### config.mk
export PLATFORM = sky130hd
export DESIGN_NAME = rse_exec
export DESIGN_NICKNAME = d
export VERILOG_FILES = /design/src/hw/rse_pkg.sv /design/src/hw/rse_exec.sv
export SDC_FILE = /design/constraint.sdc
export NUM_CORES = 1
export LEC_CHECK = 0
export BUFFER_PORTS_ARGS = -buffer_cell sky130_fd_sc_hd__buf_2
export CAP_MARGIN = 20
export CELL_PAD_IN_SITES_DETAIL_PLACEMENT = 0
export CELL_PAD_IN_SITES_GLOBAL_PLACEMENT = 2
export CORE_ASPECT_RATIO = 1.2
export CORE_MARGIN = 10
export CORE_UTILIZATION = 37
export DETAILED_ROUTE_END_ITERATION = 8
export PLACE_DENSITY_LB_ADDON = 0.15
export SLEW_MARGIN = 10
export SYNTH_ARGS = -nofsm -noshare
export SYNTH_HDL_FRONTEND = slang
export SYNTH_SLANG_ARGS = --single-unit
### constraint.sdc
create_clock -name clk -period 4.9 [get_ports clk]
set_input_delay 0.735 -clock clk [delete_from_list [all_inputs] [get_ports clk]]
set_output_delay 0.735 -clock clk [all_outputs]
set_load 0.01 [all_outputs]
### src/hw/rse_pkg.sv
// rotate / skip / return execution slice: shared constants and types
// assumes one 50 MHz core clock and a decoder that presents one opcode at a time
package rse_pkg;

  // ----------------------------------------------------------------
  // opcodes of the slice
  // ----------------------------------------------------------------
  typedef enum logic [4:0] {
    OP_NONE,
    OP_SUBROUTINE_EXIT,
    OP_EXIT_WITH_LITERAL,
    OP_INTERRUPT_EXIT,
    OP_ROTATE_LEFT,
    OP_ROTATE_LEFT_TO_WORK,
    OP_ROTATE_LEFT_WRAP,
    OP_ROTATE_LEFT_WRAP_TO_WORK,
    OP_ROTATE_RIGHT,
    OP_ROTATE_RIGHT_TO_WORK,
    OP_ROTATE_RIGHT_WRAP,
    OP_ROTATE_RIGHT_WRAP_TO_WORK,
    OP_SUBTRACT_WITH_BORROW,
    OP_SUBTRACT_WITH_BORROW_TO_MEM,
    OP_DECREMENT_SKIP_IF_NULL,
    OP_DECREMENT_SKIP_TO_WORK,
    OP_INCREMENT_SKIP_IF_NULL,
    OP_INCREMENT_SKIP_TO_WORK,
    OP_BIT_SKIP_IF_ONE,
    OP_SET_BYTE,
    OP_SET_BIT
  } rse_op_t;

  // sequencer: idle or inserting the dummy cycle
  typedef enum logic [0:0] {
    ST_IDLE,
    ST_DUMMY
  } rse_state_t;

  // ----------------------------------------------------------------
  // register port map and field positions
  // ----------------------------------------------------------------
  localparam int         REG_AW      = 2;
  localparam logic [1:0] REG_STATUS  = 2'h0;
  localparam logic [1:0] REG_WORK    = 2'h1;
  localparam logic [1:0] REG_CTRL    = 2'h2;
  localparam logic [1:0] REG_STACK   = 2'h3;
  localparam int         FLD_WRAP    = 0;
  localparam int         FLD_HALF    = 1;
  localparam int         FLD_NULL    = 2;
  localparam int         FLD_SIGNED  = 3;
  localparam int         FLD_MIE     = 0;
  localparam logic [7:0] RST_WORK    = 8'h00;
  localparam logic [7:0] BYTE_ONES   = 8'hFF;
  localparam logic [7:0] BYTE_ONE    = 8'h01;
  localparam logic [7:0] BYTE_ZERO   = 8'h00;

  // cycles per instruction, counted in core clocks
  localparam int RETURN_CYCLES   = 2;
  localparam int SKIP_CYCLES     = 2;
  localparam int NOSKIP_CYCLES   = 1;

endpackage

### src/hw/rse_exec.sv
// rotate / skip / return execution slice of an 8-bit core
// assumes the decoder holds opcode and operands while exec_valid is high, and that
// mem_rdata already shows the addressed byte in that same cycle
//
// Chosen here: the placing of the registers and the plain strobed port.
`timescale 1ns/1ps

// Summary of operation
// RL1: subroutine_exit pops pc, two cycles, flags kept
// RL2: exit_with_literal pops pc, loads literal into work
// RL3: interrupt_exit pops pc, sets master_irq_enable
// RL4: rotate_left rotates memory byte, writes memory back
// RL5: rotate_left_to_work puts left rotation into work
// RL6: rotate_left_wrap rotates through wrap bit into memory
// RL7: rotate_left_wrap_to_work: same rotation into work
// RL8: rotate_right rotates memory byte, writes memory back
// RL9: rotate_right_to_work puts right rotation into work
// RL10: rotate_right_wrap rotates through wrap bit into memory
// RL11: rotate_right_wrap_to_work: same rotation into work
// RL12: subtract_with_borrow: work plus inverted byte plus wrap
// RL13: subtract_with_borrow_to_mem: same, result to memory
// RL14: taken skip flushes prefetch, two cycles; else one
// RL15: decrement_skip_if_null writes byte minus one, skips zero
// RL16: decrement_skip_to_work puts byte minus one in work
// RL17: increment_skip_if_null writes byte plus one, skips zero
// RL18: increment_skip_to_work puts byte plus one in work
// RL19: bit_skip_if_one skips when selected bit is one
// RL20: set byte writes all ones, flags kept
// RL21: set bit forces only selected bit high
// RL22: return stack is parameterised push/pop store
module rse_exec #(
  parameter int PC_W  = 11,
  parameter int DEPTH = 4,
  parameter int ADR_W = 7
) (
  input  wire logic                       clk,
  input  wire logic                       rst_n,
  input  wire logic                       exec_valid,
  input  rse_pkg::rse_op_t                exec_op,
  input  wire logic [ADR_W-1:0]           mem_addr,
  input  wire logic [2:0]                 bit_sel,
  input  wire logic [7:0]                 literal,
  input  wire logic [7:0]                 mem_rdata,
  input  wire logic                       call_push,
  input  wire logic [PC_W-1:0]            call_pc,
  input  wire logic [rse_pkg::REG_AW-1:0] reg_addr,
  input  wire logic [7:0]                 reg_wdata,
  input  wire logic                       reg_wr,
  input  wire logic                       reg_rd,
  output logic [7:0]                      reg_rdata,
  output logic                            exec_ready,
  output logic                            pc_load,
  output logic [PC_W-1:0]                 pc_value,
  output logic                            skip_flush,
  output logic                            mem_we,
  output logic [ADR_W-1:0]                mem_waddr,
  output logic [7:0]                      mem_wdata,
  output logic [7:0]                      work_reg,
  output logic                            wrap_out_bit,
  output logic                            half_carry_flag,
  output logic                            result_null_flag,
  output logic                            signed_wrap_flag,
  output logic                            master_irq_enable
);
  import rse_pkg::*;

  // ----------------------------------------------------------------
  // state
  // ----------------------------------------------------------------
  localparam int SP_W  = (DEPTH > 1) ? $clog2(DEPTH) : 1;
  localparam int CNT_W = $clog2(DEPTH + 1);

  typedef struct packed {
    rse_state_t                 state;
    logic [7:0]                 work;
    logic                       wrap;
    logic                       half;
    logic                       nul;
    logic                       sgn;
    logic                       mie;
    logic [DEPTH-1:0][PC_W-1:0] stk;
    logic [SP_W-1:0]            sp;
    logic [CNT_W-1:0]           cnt;
    logic                       pc_load;
    logic [PC_W-1:0]            pc_val;
    logic                       skip;
    logic                       mem_we;
    logic [ADR_W-1:0]           waddr;
    logic [7:0]                 wdata;
    logic [7:0]                 rdata;
  } rse_exec_st_t;

  rse_exec_st_t st_reg;
  rse_exec_st_t st_next;

  logic            take;
  logic [7:0]      rol;
  logic [7:0]      rolw;
  logic [7:0]      ror;
  logic [7:0]      rorw;
  logic [8:0]      sbc_sum;
  logic [4:0]      sbc_low;
  logic [7:0]      sbc_res;
  logic            sbc_ovf;
  logic [7:0]      dec_val;
  logic [7:0]      inc_val;
  logic [7:0]      bit_mask;
  logic [SP_W-1:0] sp_top;

  // ----------------------------------------------------------------
  // datapath
  // ----------------------------------------------------------------
  // an op is taken only while no dummy cycle is pending
  assign take = exec_valid && (st_reg.state == ST_IDLE);

  // rotations; the wrap forms carry nine bits through wrap_out_bit
  assign rol  = {mem_rdata[6:0], mem_rdata[7]};    // see RL4
  assign rolw = {mem_rdata[6:0], st_reg.wrap};     // see RL6
  assign ror  = {mem_rdata[0], mem_rdata[7:1]};    // see RL8
  assign rorw = {st_reg.wrap, mem_rdata[7:1]};     // see RL10

  // borrow-aware subtract: work + ~m + wrap, flags from this adder except half carry from sbc_low
  assign sbc_sum = {1'b0, st_reg.work} + {1'b0, ~mem_rdata} + {8'h00, st_reg.wrap};       // see RL12
  assign sbc_low = {1'b0, st_reg.work[3:0]} + {1'b0, ~mem_rdata[3:0]} + {4'h0, st_reg.wrap};
  assign sbc_res = sbc_sum[7:0];
  assign sbc_ovf = (st_reg.work[7] == ~mem_rdata[7]) && (sbc_res[7] != st_reg.work[7]);

  // skip-group arithmetic wraps modulo 256
  assign dec_val  = mem_rdata - BYTE_ONE;
  assign inc_val  = mem_rdata + BYTE_ONE;
  assign bit_mask = BYTE_ONE << bit_sel;

  // the newest entry sits one below the pointer; the pointer wraps like a ring
  assign sp_top = st_reg.sp - SP_W'(1);           // see RL22

  // ----------------------------------------------------------------
  // next state
  // ----------------------------------------------------------------
  always_comb begin
    st_next         = st_reg;
    st_next.pc_load = 1'b0;
    st_next.skip    = 1'b0;
    st_next.mem_we  = 1'b0;
    st_next.rdata   = BYTE_ZERO;
    if (st_reg.state == ST_DUMMY) begin
      st_next.state = ST_IDLE;
    end

    // software writes go first so that an instruction in the same cycle wins
    if (reg_wr) begin
      unique case (reg_addr)
        REG_STATUS: begin
          st_next.wrap = reg_wdata[FLD_WRAP];
          st_next.half = reg_wdata[FLD_HALF];
          st_next.nul  = reg_wdata[FLD_NULL];
          st_next.sgn  = reg_wdata[FLD_SIGNED];
        end
        REG_WORK: st_next.work = reg_wdata;
        REG_CTRL: st_next.mie  = reg_wdata[FLD_MIE];
        REG_STACK: begin
        end
      endcase
    end

    // read data stands only in the cycle after the strobe
    if (reg_rd) begin
      unique case (reg_addr)
        REG_STATUS: st_next.rdata = {4'h0, st_reg.sgn, st_reg.nul, st_reg.half, st_reg.wrap};
        REG_WORK:   st_next.rdata = st_reg.work;
        REG_CTRL:   st_next.rdata = {7'h00, st_reg.mie};
        REG_STACK:  st_next.rdata = 8'(st_reg.cnt);
      endcase
    end

    // call pushes from the core; a pop in the same cycle takes precedence
    if (call_push && !(take && (exec_op inside {OP_SUBROUTINE_EXIT, OP_EXIT_WITH_LITERAL, OP_INTERRUPT_EXIT}))) begin
      st_next.stk[st_reg.sp] = call_pc;            // see RL22
      st_next.sp             = st_reg.sp + SP_W'(1);
      if (st_reg.cnt != CNT_W'(DEPTH)) begin
        st_next.cnt = st_reg.cnt + CNT_W'(1);
      end
    end

    if (take) begin
      st_next.waddr = mem_addr;
      unique case (exec_op)
        // returns: pop, reload pc, then one dummy cycle; flags untouched
        OP_SUBROUTINE_EXIT, OP_EXIT_WITH_LITERAL, OP_INTERRUPT_EXIT: begin
          st_next.pc_load = 1'b1;                  // see RL1
          st_next.pc_val  = st_reg.stk[sp_top];
          st_next.sp      = sp_top;
          st_next.state   = ST_DUMMY;
          if (st_reg.cnt != CNT_W'(0)) begin
            st_next.cnt = st_reg.cnt - CNT_W'(1);
          end
          if (exec_op == OP_EXIT_WITH_LITERAL) begin
            st_next.work = literal;                // see RL2
          end
          if (exec_op == OP_INTERRUPT_EXIT) begin
            st_next.mie = 1'b1;                    // see RL3
          end
        end
        OP_ROTATE_LEFT: begin
          st_next.mem_we = 1'b1;                   // see RL4
          st_next.wdata  = rol;
        end
        OP_ROTATE_LEFT_TO_WORK: begin
          st_next.work = rol;                      // see RL5
        end
        OP_ROTATE_LEFT_WRAP: begin
          st_next.mem_we = 1'b1;                   // see RL6
          st_next.wdata  = rolw;
          st_next.wrap   = mem_rdata[7];
        end
        OP_ROTATE_LEFT_WRAP_TO_WORK: begin
          st_next.work = rolw;                     // see RL7
          st_next.wrap = mem_rdata[7];
        end
        OP_ROTATE_RIGHT: begin
          st_next.mem_we = 1'b1;                   // see RL8
          st_next.wdata  = ror;
        end
        OP_ROTATE_RIGHT_TO_WORK: begin
          st_next.work = ror;                      // see RL9
        end
        OP_ROTATE_RIGHT_WRAP: begin
          st_next.mem_we = 1'b1;                   // see RL10
          st_next.wdata  = rorw;
          st_next.wrap   = mem_rdata[0];
        end
        OP_ROTATE_RIGHT_WRAP_TO_WORK: begin
          st_next.work = rorw;                     // see RL11
          st_next.wrap = mem_rdata[0];
        end
        OP_SUBTRACT_WITH_BORROW, OP_SUBTRACT_WITH_BORROW_TO_MEM: begin
          st_next.wrap = sbc_sum[8];               // see RL12
          st_next.half = sbc_low[4];
          st_next.nul  = (sbc_res == BYTE_ZERO);
          st_next.sgn  = sbc_ovf;
          if (exec_op == OP_SUBTRACT_WITH_BORROW) begin
            st_next.work = sbc_res;
          end else begin
            st_next.mem_we = 1'b1;                 // see RL13
            st_next.wdata  = sbc_res;
          end
        end
        OP_DECREMENT_SKIP_IF_NULL: begin
          st_next.mem_we = 1'b1;                   // see RL15
          st_next.wdata  = dec_val;
          st_next.skip   = (dec_val == BYTE_ZERO);
        end
        OP_DECREMENT_SKIP_TO_WORK: begin
          st_next.work = dec_val;                  // see RL16
          st_next.skip = (dec_val == BYTE_ZERO);
        end
        OP_INCREMENT_SKIP_IF_NULL: begin
          st_next.mem_we = 1'b1;                   // see RL17
          st_next.wdata  = inc_val;
          st_next.skip   = (inc_val == BYTE_ZERO);
        end
        OP_INCREMENT_SKIP_TO_WORK: begin
          st_next.work = inc_val;                  // see RL18
          st_next.skip = (inc_val == BYTE_ZERO);
        end
        OP_BIT_SKIP_IF_ONE: begin
          st_next.skip = mem_rdata[bit_sel];       // see RL19
        end
        OP_SET_BYTE: begin
          st_next.mem_we = 1'b1;                   // see RL20
          st_next.wdata  = BYTE_ONES;
        end
        OP_SET_BIT: begin
          st_next.mem_we = 1'b1;                   // see RL21
          st_next.wdata  = mem_rdata | bit_mask;
        end
        default: begin
        end
      endcase
      // a taken skip discards the prefetched word and costs a dummy cycle
      if (st_next.skip) begin
        st_next.state = ST_DUMMY;                  // see RL14
      end
    end
  end

  // ----------------------------------------------------------------
  // state register
  // ----------------------------------------------------------------
  // stack contents are cleared too, so a pop before any push returns zero
  always_ff @(posedge clk) begin
    if (!rst_n) begin
      st_reg       <= '0;
      st_reg.state <= ST_IDLE;
      st_reg.work  <= RST_WORK;
    end else begin
      st_reg <= st_next;
    end
  end

  // ----------------------------------------------------------------
  // outputs
  // ----------------------------------------------------------------
  assign exec_ready        = (st_reg.state == ST_IDLE);
  assign pc_load           = st_reg.pc_load;
  assign pc_value          = st_reg.pc_val;
  assign skip_flush        = st_reg.skip;
  assign mem_we            = st_reg.mem_we;
  assign mem_waddr         = st_reg.waddr;
  assign mem_wdata         = st_reg.wdata;
  assign work_reg          = st_reg.work;
  assign wrap_out_bit      = st_reg.wrap;
  assign half_carry_flag   = st_reg.half;
  assign result_null_flag  = st_reg.nul;
  assign signed_wrap_flag  = st_reg.sgn;
  assign master_irq_enable = st_reg.mie;
  assign reg_rdata         = st_reg.rdata;
endmodule

# [After elaboration in Yosys (flattened, before gate mapping)]
# Index checks and enable logic that the tools add are counted.
[op_classes] add_sub_neg=10 n_lt_le_gt_ge=4 n_eq_ne=27 shifts=1 n_mux=33 bitwise_logic=5 reduce_logical=24
[op_table] cell="8-bit one-hot mux with 9 select lines" count=1
[op_table] cell="8-bit one-hot mux with 8 select lines" count=1
[op_table] cell="44-bit bitwise mux" count=1
[op_table] cell="5-bit by 4-bit equality test with 1-bit output (second input constant)" count=8
[op_table] cell="34-bit 2-to-1 mux" count=1
[op_table] cell="8-bit 2-to-1 mux" count=4
[op_table] cell="8-bit one-hot mux with 4 select lines" count=1
[op_table] cell="13-bit 2-to-1 mux" count=2
[op_table] cell="5-bit equality test (second input constant)" count=5
[op_table] cell="8-bit logical NOT" count=3
[op_table] cell="11-bit binary-select mux with 2-bit select" count=1
[op_table] cell="11-bit demux with 2-bit select" count=1
[op_table] cell="11-bit 2-to-1 mux" count=2
[op_table] cell="5-bit by 3-bit equality test with 1-bit output (second input constant)" count=4
[op_table] cell="17-bit 2-to-1 mux" count=1
[op_table] cell="5-bit by 2-bit equality test with 1-bit output (second input constant)" count=2
[op_table] cell="2-bit OR reduction" count=5
[op_table] cell="8-bit by 8-bit adder with 9-bit output" count=1
[op_table] cell="9-bit by 1-bit adder with 9-bit output" count=1
[op_table] cell="3-bit 2-to-1 mux" count=3
[op_table] cell="9-bit nonzero test" count=1
[op_table] cell="8-bit by 1-bit adder with 8-bit output (second input constant)" count=1
[op_table] cell="1-bit 2-to-1 mux" count=8
[op_table] cell="8-bit NOT" count=1
[op_table] cell="other kinds (34)" count=45
[word_totals] ff_bits=100 inputBits=58 elab_cells=124

# [Longest topological paths before layout]
# Gate-level depths: netlist (run 1).
[logic_depth] word_depth=9 depth_mapped=10 mapped_depth_nobuf=9

# [Worst setup path before layout (run 1)]
# No wires, ideal clock.
[synth_timing] path_type="input -> register" startpoint="input mem_rdata[0]" endpoint="register st_reg (netlist bit result_null_flag)" setup_ns=0.087 t_arrival_ns=3.139 path_slack_ns=1.673 cell_stages=9 path_buffers=1 path_cell_list="clkbuf_1 -> inv_1 -> fa_1 -> fa_1 -> xor2_1 -> or4b_2 -> nor4_1 -> nand2_1 -> o31ai_1"
[synth_between] elab_chain_len=6
[synth_lines] element="start, declared" line_no="rse_exec.sv:43" text="input wire logic [7:0] mem_rdata,"
[synth_lines] element="8-bit NOT" line_no="rse_exec.sv:123" text="assign sbc_sum = {1'b0, st_reg.work} + {1'b0, ~mem_rdata} + {8'h00, st_reg.wrap};"
[synth_lines] element="8-bit by 8-bit adder with 9-bit output" line_no="rse_exec.sv:123"
[synth_lines] element="9-bit by 1-bit adder with 9-bit output" line_no="rse_exec.sv:123"
[synth_lines] element="8-bit logical NOT" line_no="rse_exec.sv:238" text="st_next.nul = (sbc_res == BYTE_ZERO);"
[synth_lines] element="3-bit 2-to-1 mux" line_no="rse_exec.sv:186" text="unique case (exec_op)"
[synth_lines] element="13-bit 2-to-1 mux" line_no="rse_exec.sv:184" text="if (take) begin"
[synth_lines] element="end signal, assigned" line_no="rse_exec.sv:296" text="st_reg <= st_next;"
[synth_lines] element="end, declared" line_no="rse_exec.sv:93" text="rse_exec_st_t st_reg;"
# No other way between the ends.
# A chain may end at the register's enable or synchronous reset.

# [Worst setup path after layout (run 1)]
# Ends and elaborated chain as after synthesis.

==> metrics.md, run 1 <==
| Metric | Value |
|---|---|
| Run status | `completed` |
| Critical Path Slowest Stage Cell | `fa_1` |
| CTS tree | `built` |
| Reg-to-reg slack, setup | `2.14 ns` |
| Starting Density | `38.0%` |
| Layout area overhead | `8.44%` |
| CTS H-tree lvls | `3` |
| Top Ports | `109` |
| RSZ-0062 raised after global routing | `no` |
| FF-to-FF End | `result_null_flag` |
| Die area | `23900 µm²` |
| Mapped Cells | `770` |
| Max reg flops | `50` |
| Critical path depth | `10` |
| Final non-filler cell total | `1019` |
| Gr usage total | `18.1%` |
| Buffers added on ports | `108` |
| Layout cells sized above 1 | `20.5%` |
| CTS resizes | `0` |
| DP Cell Count | `1003` |
| Routed len/inst | `21.6 µm` |
| IR Drop Worst-Case VDD | `0.159 mV` |
| Syn Area/Cell | `8.70 µm²` |
| Core Region | `17600 µm²` |
| Worst Tran Pin Value | `1.01 ns` |
| Worst R2R Path Depth | `8` |
| Worst-path clk slew | `0.08 ns` |
| Fmax | `0.311 GHz` |
| Part of the Yosys area used for sequential elements | `29.9%` |
| Final setup viols | `0` |
| Post-DP HPWL | `16400 µm` |
| Required @ worst endpoint | `5.17 ns` |
| Root Driver | `clkbuf_16` |
| CP max stage delay | `0.48 ns` |
| Worst hold path type | `flop to flop` |
| CP Launch Type | `input pin` |
| Ys flop type | `dfxtp_1` |
| # clock sinks | `100` |
| Vias in the first global route | `5931` |
| Slew HR | `32.7%` |
| Slew Limit Fails | `0` |
| Max layer used | `met4` |
| Post-synthesis cell type count | `79` |
| Hold-fix buffers at CTS | `0` |
| CP Data Arrival Time | `3.49 ns` |
| Post-Route M1 WL | `9120 µm` |
| Leakage | `3.12 nW` |
| CP Max Fanout | `18` |
| Ant. Diodes | `0` |
| Post-Synthesis Cell Area | `6700 µm²` |
| Initial antenna violation count | `0` |
| CP delay by family, top | `adder cells` |
| Period utilization | `65.7%` |
| Grt total ovfl | `0` |
| Wire length on met2 | `11100 µm` |
| Mapped Nets | `848` |
| Drt drc | `0` |
| Max-Cap Viols | `0` |
| Vias | `5837` |
| Most common cell on crit path | `fa_1` |
| Cts bufs inserted | `9` |
| Row count | `53` |
| Routed Antenna Nets | `0` |
| Setup TNS | `0 ns` |
| Worst path cell trace | `buf_2, inv_1, fa_1, fa_1, a211oi_1, nor2_1, xor2_1, nor4_1, nand2_1, o31ai_1` |
| PD cells | `277 nW/µm²` |
| HP Start | `pc_value[1]` |
| Clock skew | `0.00872 ns` |
| Hold path endpoint | `pc_value[1]` |
| Worst Hold Depth | `2` |
| FF+latch count, synth | `100` |
| Number of synthesized flops with an enable pin | `0` |
| Gpl congestion | `0.896` |
| WP buf/inv | `2` |
| Post-synth ARST share | `0%` |
| Post-CTS Setup Bufs | `0` |
| Final hold violation count | `0` |
| Yosys warns | `0` |
| Clock Latency Late Sink | `0.36 ns` |
| Final layout net count | `872` |
| Fill cell count | `1830` |
| Pin count of the biggest net entering global routing | `61` |
| Reg-to-reg startpoint | `wrap_out_bit` |
| Final WL | `22000 µm` |
| Via/cell ratio | `5.73` |
| Die Span Y | `167 µm` |
| Crit end category | `flop` |
| WL met3 | `1170 µm` |
| First-pass GRT wire length | `34100 µm` |
| Die Wd | `143 µm` |
| Min cycle time layout | `3.22 ns` |
| CTS max path bufs | `2` |
| Critical path type | `input pin to flop` |
| Initial DRC Count | `506` |
| DRT Pass-1 Iters | `6` |
-- placed cells by master, fill, tap and decap left out, types with 6 or more instances in the layout --
master     instances
a21boi_0           9
o221ai_1           7
dfxtp_1          100
mux4_2            14
a221o_1            7
buf_4              6
a21boi_1          11
xnor2_1           16
buf_2            108
a31oi_1           12
ha_1              18
nand3_1           14
a21oi_1           27
a211oi_1          11
a22oi_1            9
nand4_1            6
clkbuf_16          9
o211ai_1           7
nand2b_1          12
nand2_1           75
o21ai_0           31
nor4_1             6
nor2b_1           54
inv_1             17
nor2_1            30
a221oi_1           6
o22ai_1            9
mux2i_1           58
nor3_1            15
-- power by group --
part           switching, mW  internal [mW]  total (mW)
clock                  0.368          0.363       0.732
sequential            0.0309          0.846       0.877
combinational          0.244          0.163       0.407
total                  0.643           1.37        2.02
-- Yosys cell counts, types with 12 or more instances --
cell | number | area (µm²)
a21oi_1 | 27 | 135
a31oi_1 | 12 | 75.1
buf_2 | 16 | 80.1
buf_4 | 44 | 330
clkbuf_1 | 36 | 135
dfxtp_1 | 100 | 2000
ha_1 | 18 | 225
inv_1 | 17 | 63.8
mux2i_1 | 58 | 581
mux4_2 | 14 | 315
nand2_1 | 75 | 282
nand2b_1 | 12 | 75.1
nand3_1 | 14 | 70.1
nor2_1 | 30 | 113
nor2b_1 | 54 | 338
nor3_1 | 15 | 75.1
o21ai_0 | 31 | 155
xnor2_1 | 16 | 140
-- routing by layer --
metal / GRT usage (%) / vias up
met1: 21.6 / 2807
met4: 7.77 / 0
li1: - / 2799
met2: 31.3 / 193
met3: 2.69 / 38
met5: 0 / -
-- metrics by stage --
stage / util [%] / setup slack, ns / hold WS, ns / power, mW / cell area [µm²]
finish: 41.2 / 1.68 / 0.449 / 2.02 / 7270
global route: 41.2 / 1.47 / 0.475 / 2.11 / 7270
CTS: 41.2 / 1.74 / 0.453 / 2.04 / 7270
detailed placement: 39.5 / 1.36 / 0.442 / 1.30 / 6970
global placement: 39.5 / 1.40 / 0.438 / 1.30 / 6970
floorplan: - / 1.67 / 0.435 / 1.18 / 6700
-- worst reg2reg max path, stage by stage, from the launching register on --
cell	delay, ns
dfxtp_1	0.45
fa_1	0.46
fa_1	0.42
a211oi_1	0.38
nor2_1	0.15
xor2_1	0.22
nor4_1	0.30
nand2_1	0.11
o31ai_1	0.19
-- worst max path at each step --
stage	endpoint	slack, ns	startpoint
final	result_null_flag	1.68	mem_rdata[0]
after global routing	work_reg[6]	1.47	mem_rdata[0]
after CTS	work_reg[6]	1.74	mem_rdata[0]
after detailed placement	work_reg[6]	1.36	mem_rdata[0]
after global placement	work_reg[6]	1.40	mem_rdata[0]
after floorplan	result_null_flag	1.67	mem_rdata[0]
-- cell type report --
type	instances	area, µm²	area share (%)
Multi-Input combinational cell	551	4040	55.6
Sequential cell	100	2000	27.5
Timing Repair Buffer	114	586	8.06
Tap cell	220	275	3.79
Clock buffer	9	225	3.10
Clock inverter	7	73.8	1.02
Inverter	18	67.6	0.930
-- cell families after synthesis --
kind of cell	synth area share [%]
AOI/OAI and AO/OA	18.3
adders and majority gates	3.96
muxes	14.2
and+or+nand+nor	21.0
buffers and inverters	9.88
xor gates and xnor gates	2.74
DFF	29.9
(Power assumes the default switching activity.)
==> run 2: changes to the inputs <==
--- a/config.mk
+++ b/config.mk
@@ -11,7 +11,7 @@
 export CELL_PAD_IN_SITES_GLOBAL_PLACEMENT = 2
 export CORE_ASPECT_RATIO = 1.2
 export CORE_MARGIN = 10
-export CORE_UTILIZATION = 37
+export CORE_UTILIZATION = 35
 export DETAILED_ROUTE_END_ITERATION = 8
 export PLACE_DENSITY_LB_ADDON = 0.15
 export SLEW_MARGIN = 10
==> constraint.sdc (replaced) <==
create_clock -name clk -period 3 [get_ports clk]
set_input_delay 0.45 -clock clk [delete_from_list [all_inputs] [get_ports clk]]
set_output_delay 0.45 -clock clk [all_outputs]
set_load 0.01 [all_outputs]
==> run 2 against run 1 <==
Effect of this change: non-clock buffer count up 27; first-iteration DRC count down 23%; worst setup slack got worse by 1.3 ns; global-route usage shrank 0.44 points; critical endpoint unchanged.
==> metrics.md, run 2 (synthesis gave the netlist of run 1 again) <==
| Metric | Value |
|---|---|
| Post-DP HPWL | `17300 µm (was 16400 µm)` |
| Net switching power | `1.03 mW (was 0.643 mW)` |
| Die Span Y | `172 µm (was 167 µm)` |
| First-pass GRT wire length | `34800 µm (was 34100 µm)` |
| DRT Pass-1 Iters | `5 (was 6)` |
| Final WL | `22900 µm (was 22000 µm)` |
| Final layout net count | `899 (was 872)` |
| Internal cell power | `2.37 mW (was 1.37 mW)` |
| Worst R2R Path Depth | `7 (was 8)` |
| Clock power share | `36.8% (was 36.3%)` |
| Most common cell after layout, fill and taps aside | `buf_2 (unchanged)` |
| Clock Latency Late Sink | `0.34 ns (was 0.36 ns)` |
| Slew Limit Fails | `0 (unchanged)` |
| Layout area overhead | `12.4% (was 8.44%)` |
| Final hold violation count | `0 (unchanged)` |
| HP Start | `mem_addr[3] (was pc_value[1])` |
| CTS max path bufs | `2 (unchanged)` |
| Hold-fix buffers at CTS | `0 (unchanged)` |
| Buffers added on ports | `108 (unchanged)` |
| CTS tree | `built (unchanged)` |
| Most frequent cells in the layout | `108 x buf_2, 100 x dfxtp_1, 75 x nand2_1 (unchanged)` |
| Starting Density | `35.5% (was 38.0%)` |
| Routed Antenna Nets | `0 (unchanged)` |
| Die area | `25100 µm² (was 23900 µm²)` |
| Combinational share of power | `21.3% (was 20.2%)` |
| Row count | `55 (was 53)` |
| Worst-path clk slew | `0.08 ns (about the same)` |
| PD cells | `450 nW/µm² (was 277 nW/µm²)` |
| Reg power frac | `42.0% (was 43.5%)` |
| Layout cells sized above 1 | `23.1% (was 20.5%)` |
| CP Launch Type | `flop (was input pin)` |
| Cts bufs inserted | `9 (unchanged)` |
| # clock sinks | `100 (unchanged)` |
| Vias in the first global route | `5941 (was 5931)` |
| Die Wd | `146 µm (was 143 µm)` |
| Critical path type | `flop to flop (was input pin to flop)` |
| Reg-to-reg slack, setup | `0.37 ns (was 2.14 ns)` |
| Max reg flops | `50 (unchanged)` |
| Leakage | `3.26 nW (was 3.12 nW)` |
| CTS resizes | `0 (unchanged)` |
| Period utilization | `87.7%` |
| Worst Setup SP | `work_reg[0] (was mem_rdata[0])` |
| CP Max Fanout | `4 (was 18)` |
| Reg-to-reg startpoint | `work_reg[0] (was wrap_out_bit)` |
| Run status | `completed (unchanged)` |
| Worst setup endpoint | `result_null_flag (unchanged)` |
| Net Sw Frac | `30.3% (was 31.9%)` |
| Pin count of the biggest net entering global routing | `68 (was 61)` |
| RSZ-0062 raised after global routing | `no (unchanged)` |
| Vias | `5947 (was 5837)` |
| Total Power | `3.39 mW (was 2.02 mW)` |
| Crit end category | `flop (unchanged)` |
| Gpl congestion | `0.953 (was 0.896)` |
| Drt drc | `0 (unchanged)` |
| Gr usage total | `17.6% (was 18.1%)` |
| Initial antenna violation count | `0 (unchanged)` |
| Core Region | `18900 µm² (was 17600 µm²)` |
| IR Drop Worst-Case VDD | `0.236 mV (was 0.159 mV)` |
| Fmax | `0.380 GHz` |
| Routed len/inst | `21.2 µm (was 21.6 µm)` |
| Setup TNS | `0 ns (unchanged)` |
| Worst hold path type | `input pin to flop (was flop to flop)` |
| Ant. Diodes | `0 (unchanged)` |
| Post-CTS Setup Bufs | `0 (unchanged)` |
| Initial DRC Count | `392 (was 506)` |
| Top Ports | `109 (unchanged)` |
| Root Driver | `clkbuf_16 (unchanged)` |
| Worst Tran Pin Value | `1.09 ns (was 1.01 ns)` |
| Max-Cap Viols | `0 (unchanged)` |
| FF-to-FF End | `result_null_flag (unchanged)` |
| Required @ worst endpoint | `3.26 ns (was 5.17 ns)` |
| CTS H-tree lvls | `3 (unchanged)` |
| Clock skew | `0.00852 ns (was 0.00872 ns)` |
| Grt total ovfl | `0 (unchanged)` |
| Min cycle time layout | `2.63 ns` |
| Slew HR | `27.0% (was 32.7%)` |
| CP Data Arrival Time | `2.89 ns (was 3.49 ns)` |
| Via/cell ratio | `5.50 (was 5.73)` |
| Final setup viols | `0 (unchanged)` |
run 2: cell count changes in the layout (fill, tap and decap cells not counted):
cell,previous run,this run
bufinv_16,0,1
clkbuf_8,0,1
inv_6,3,2
clkinv_4,1,0
clkinvlp_4,0,1
buf_4,6,33
clkinv_8,1,0
run 2: area by class of cell:
class | count | area [µm²]
Multi-Input combinational cell | 551 | 4040
Sequential cell | 100 | 2000
Timing Repair Buffer | 141 | 788
Clock inverter | 6 | 77.6
Fill cell | 1982 | 11300
Clock buffer | 10 | 239
Tap cell | 256 | 320
Inverter | 18 | 67.6
run 2: critical path, cell delays in order (launching register included):
cell and delay, ns:
dfxtp_1 0.40, fa_1 0.47, fa_1 0.42, xor2_1 0.19
or4b_2 0.62, nor4_1 0.18, nand2_1 0.08, o31ai_1 0.18
run 2: power groups by stage:
stage               clock [mW]  combinational, mW  sequential, mW
floorplan                    0              0.494            1.44
global route              1.34              0.785            1.43
CTS                       1.29              0.726            1.42
detailed placement           0              0.723            1.45
finish                    1.25              0.722            1.42
global placement             0              0.716            1.45
run 2: stage by stage:
stage,hold WS (ns),worst slack [ns],instances,area (µm²),util (%)
final,0.350,0.368,1082,7530,39.9
after global routing,0.346,0.0781,1082,7530,39.9
after CTS,0.337,0.363,1082,7530,39.9
after detailed placement,0.445,0.0903,1066,7220,38.3
after global placement,0.439,0.0901,1066,7220,38.3
after floorplan,0.435,0.0584,770,6700,-
run 2: worst min path at each step:
| stage | depth (start not counted) | endpoint |
|---|---|---|
| global route | 3 | mem_waddr[1] |
| floorplan | 2 | pc_value[10] |
| finish | 3 | mem_waddr[3] |
| global placement | 2 | pc_value[5] |
| detailed placement | 2 | pc_value[4] |
| CTS | 3 | mem_waddr[3] |
run 2: metal layers:
| metal | track usage [%] | up-vias | wire, µm |
|---|---|---|---|
| met4 | 7.54 | 0 | 739 |
| li1 | - | 2839 | - |
| met5 | 0 | - | 0 |
| met3 | 2.97 | 30 | 1100 |
| met2 | 31.4 | 220 | 11500 |
| met1 | 20.5 | 2858 | 9520 |
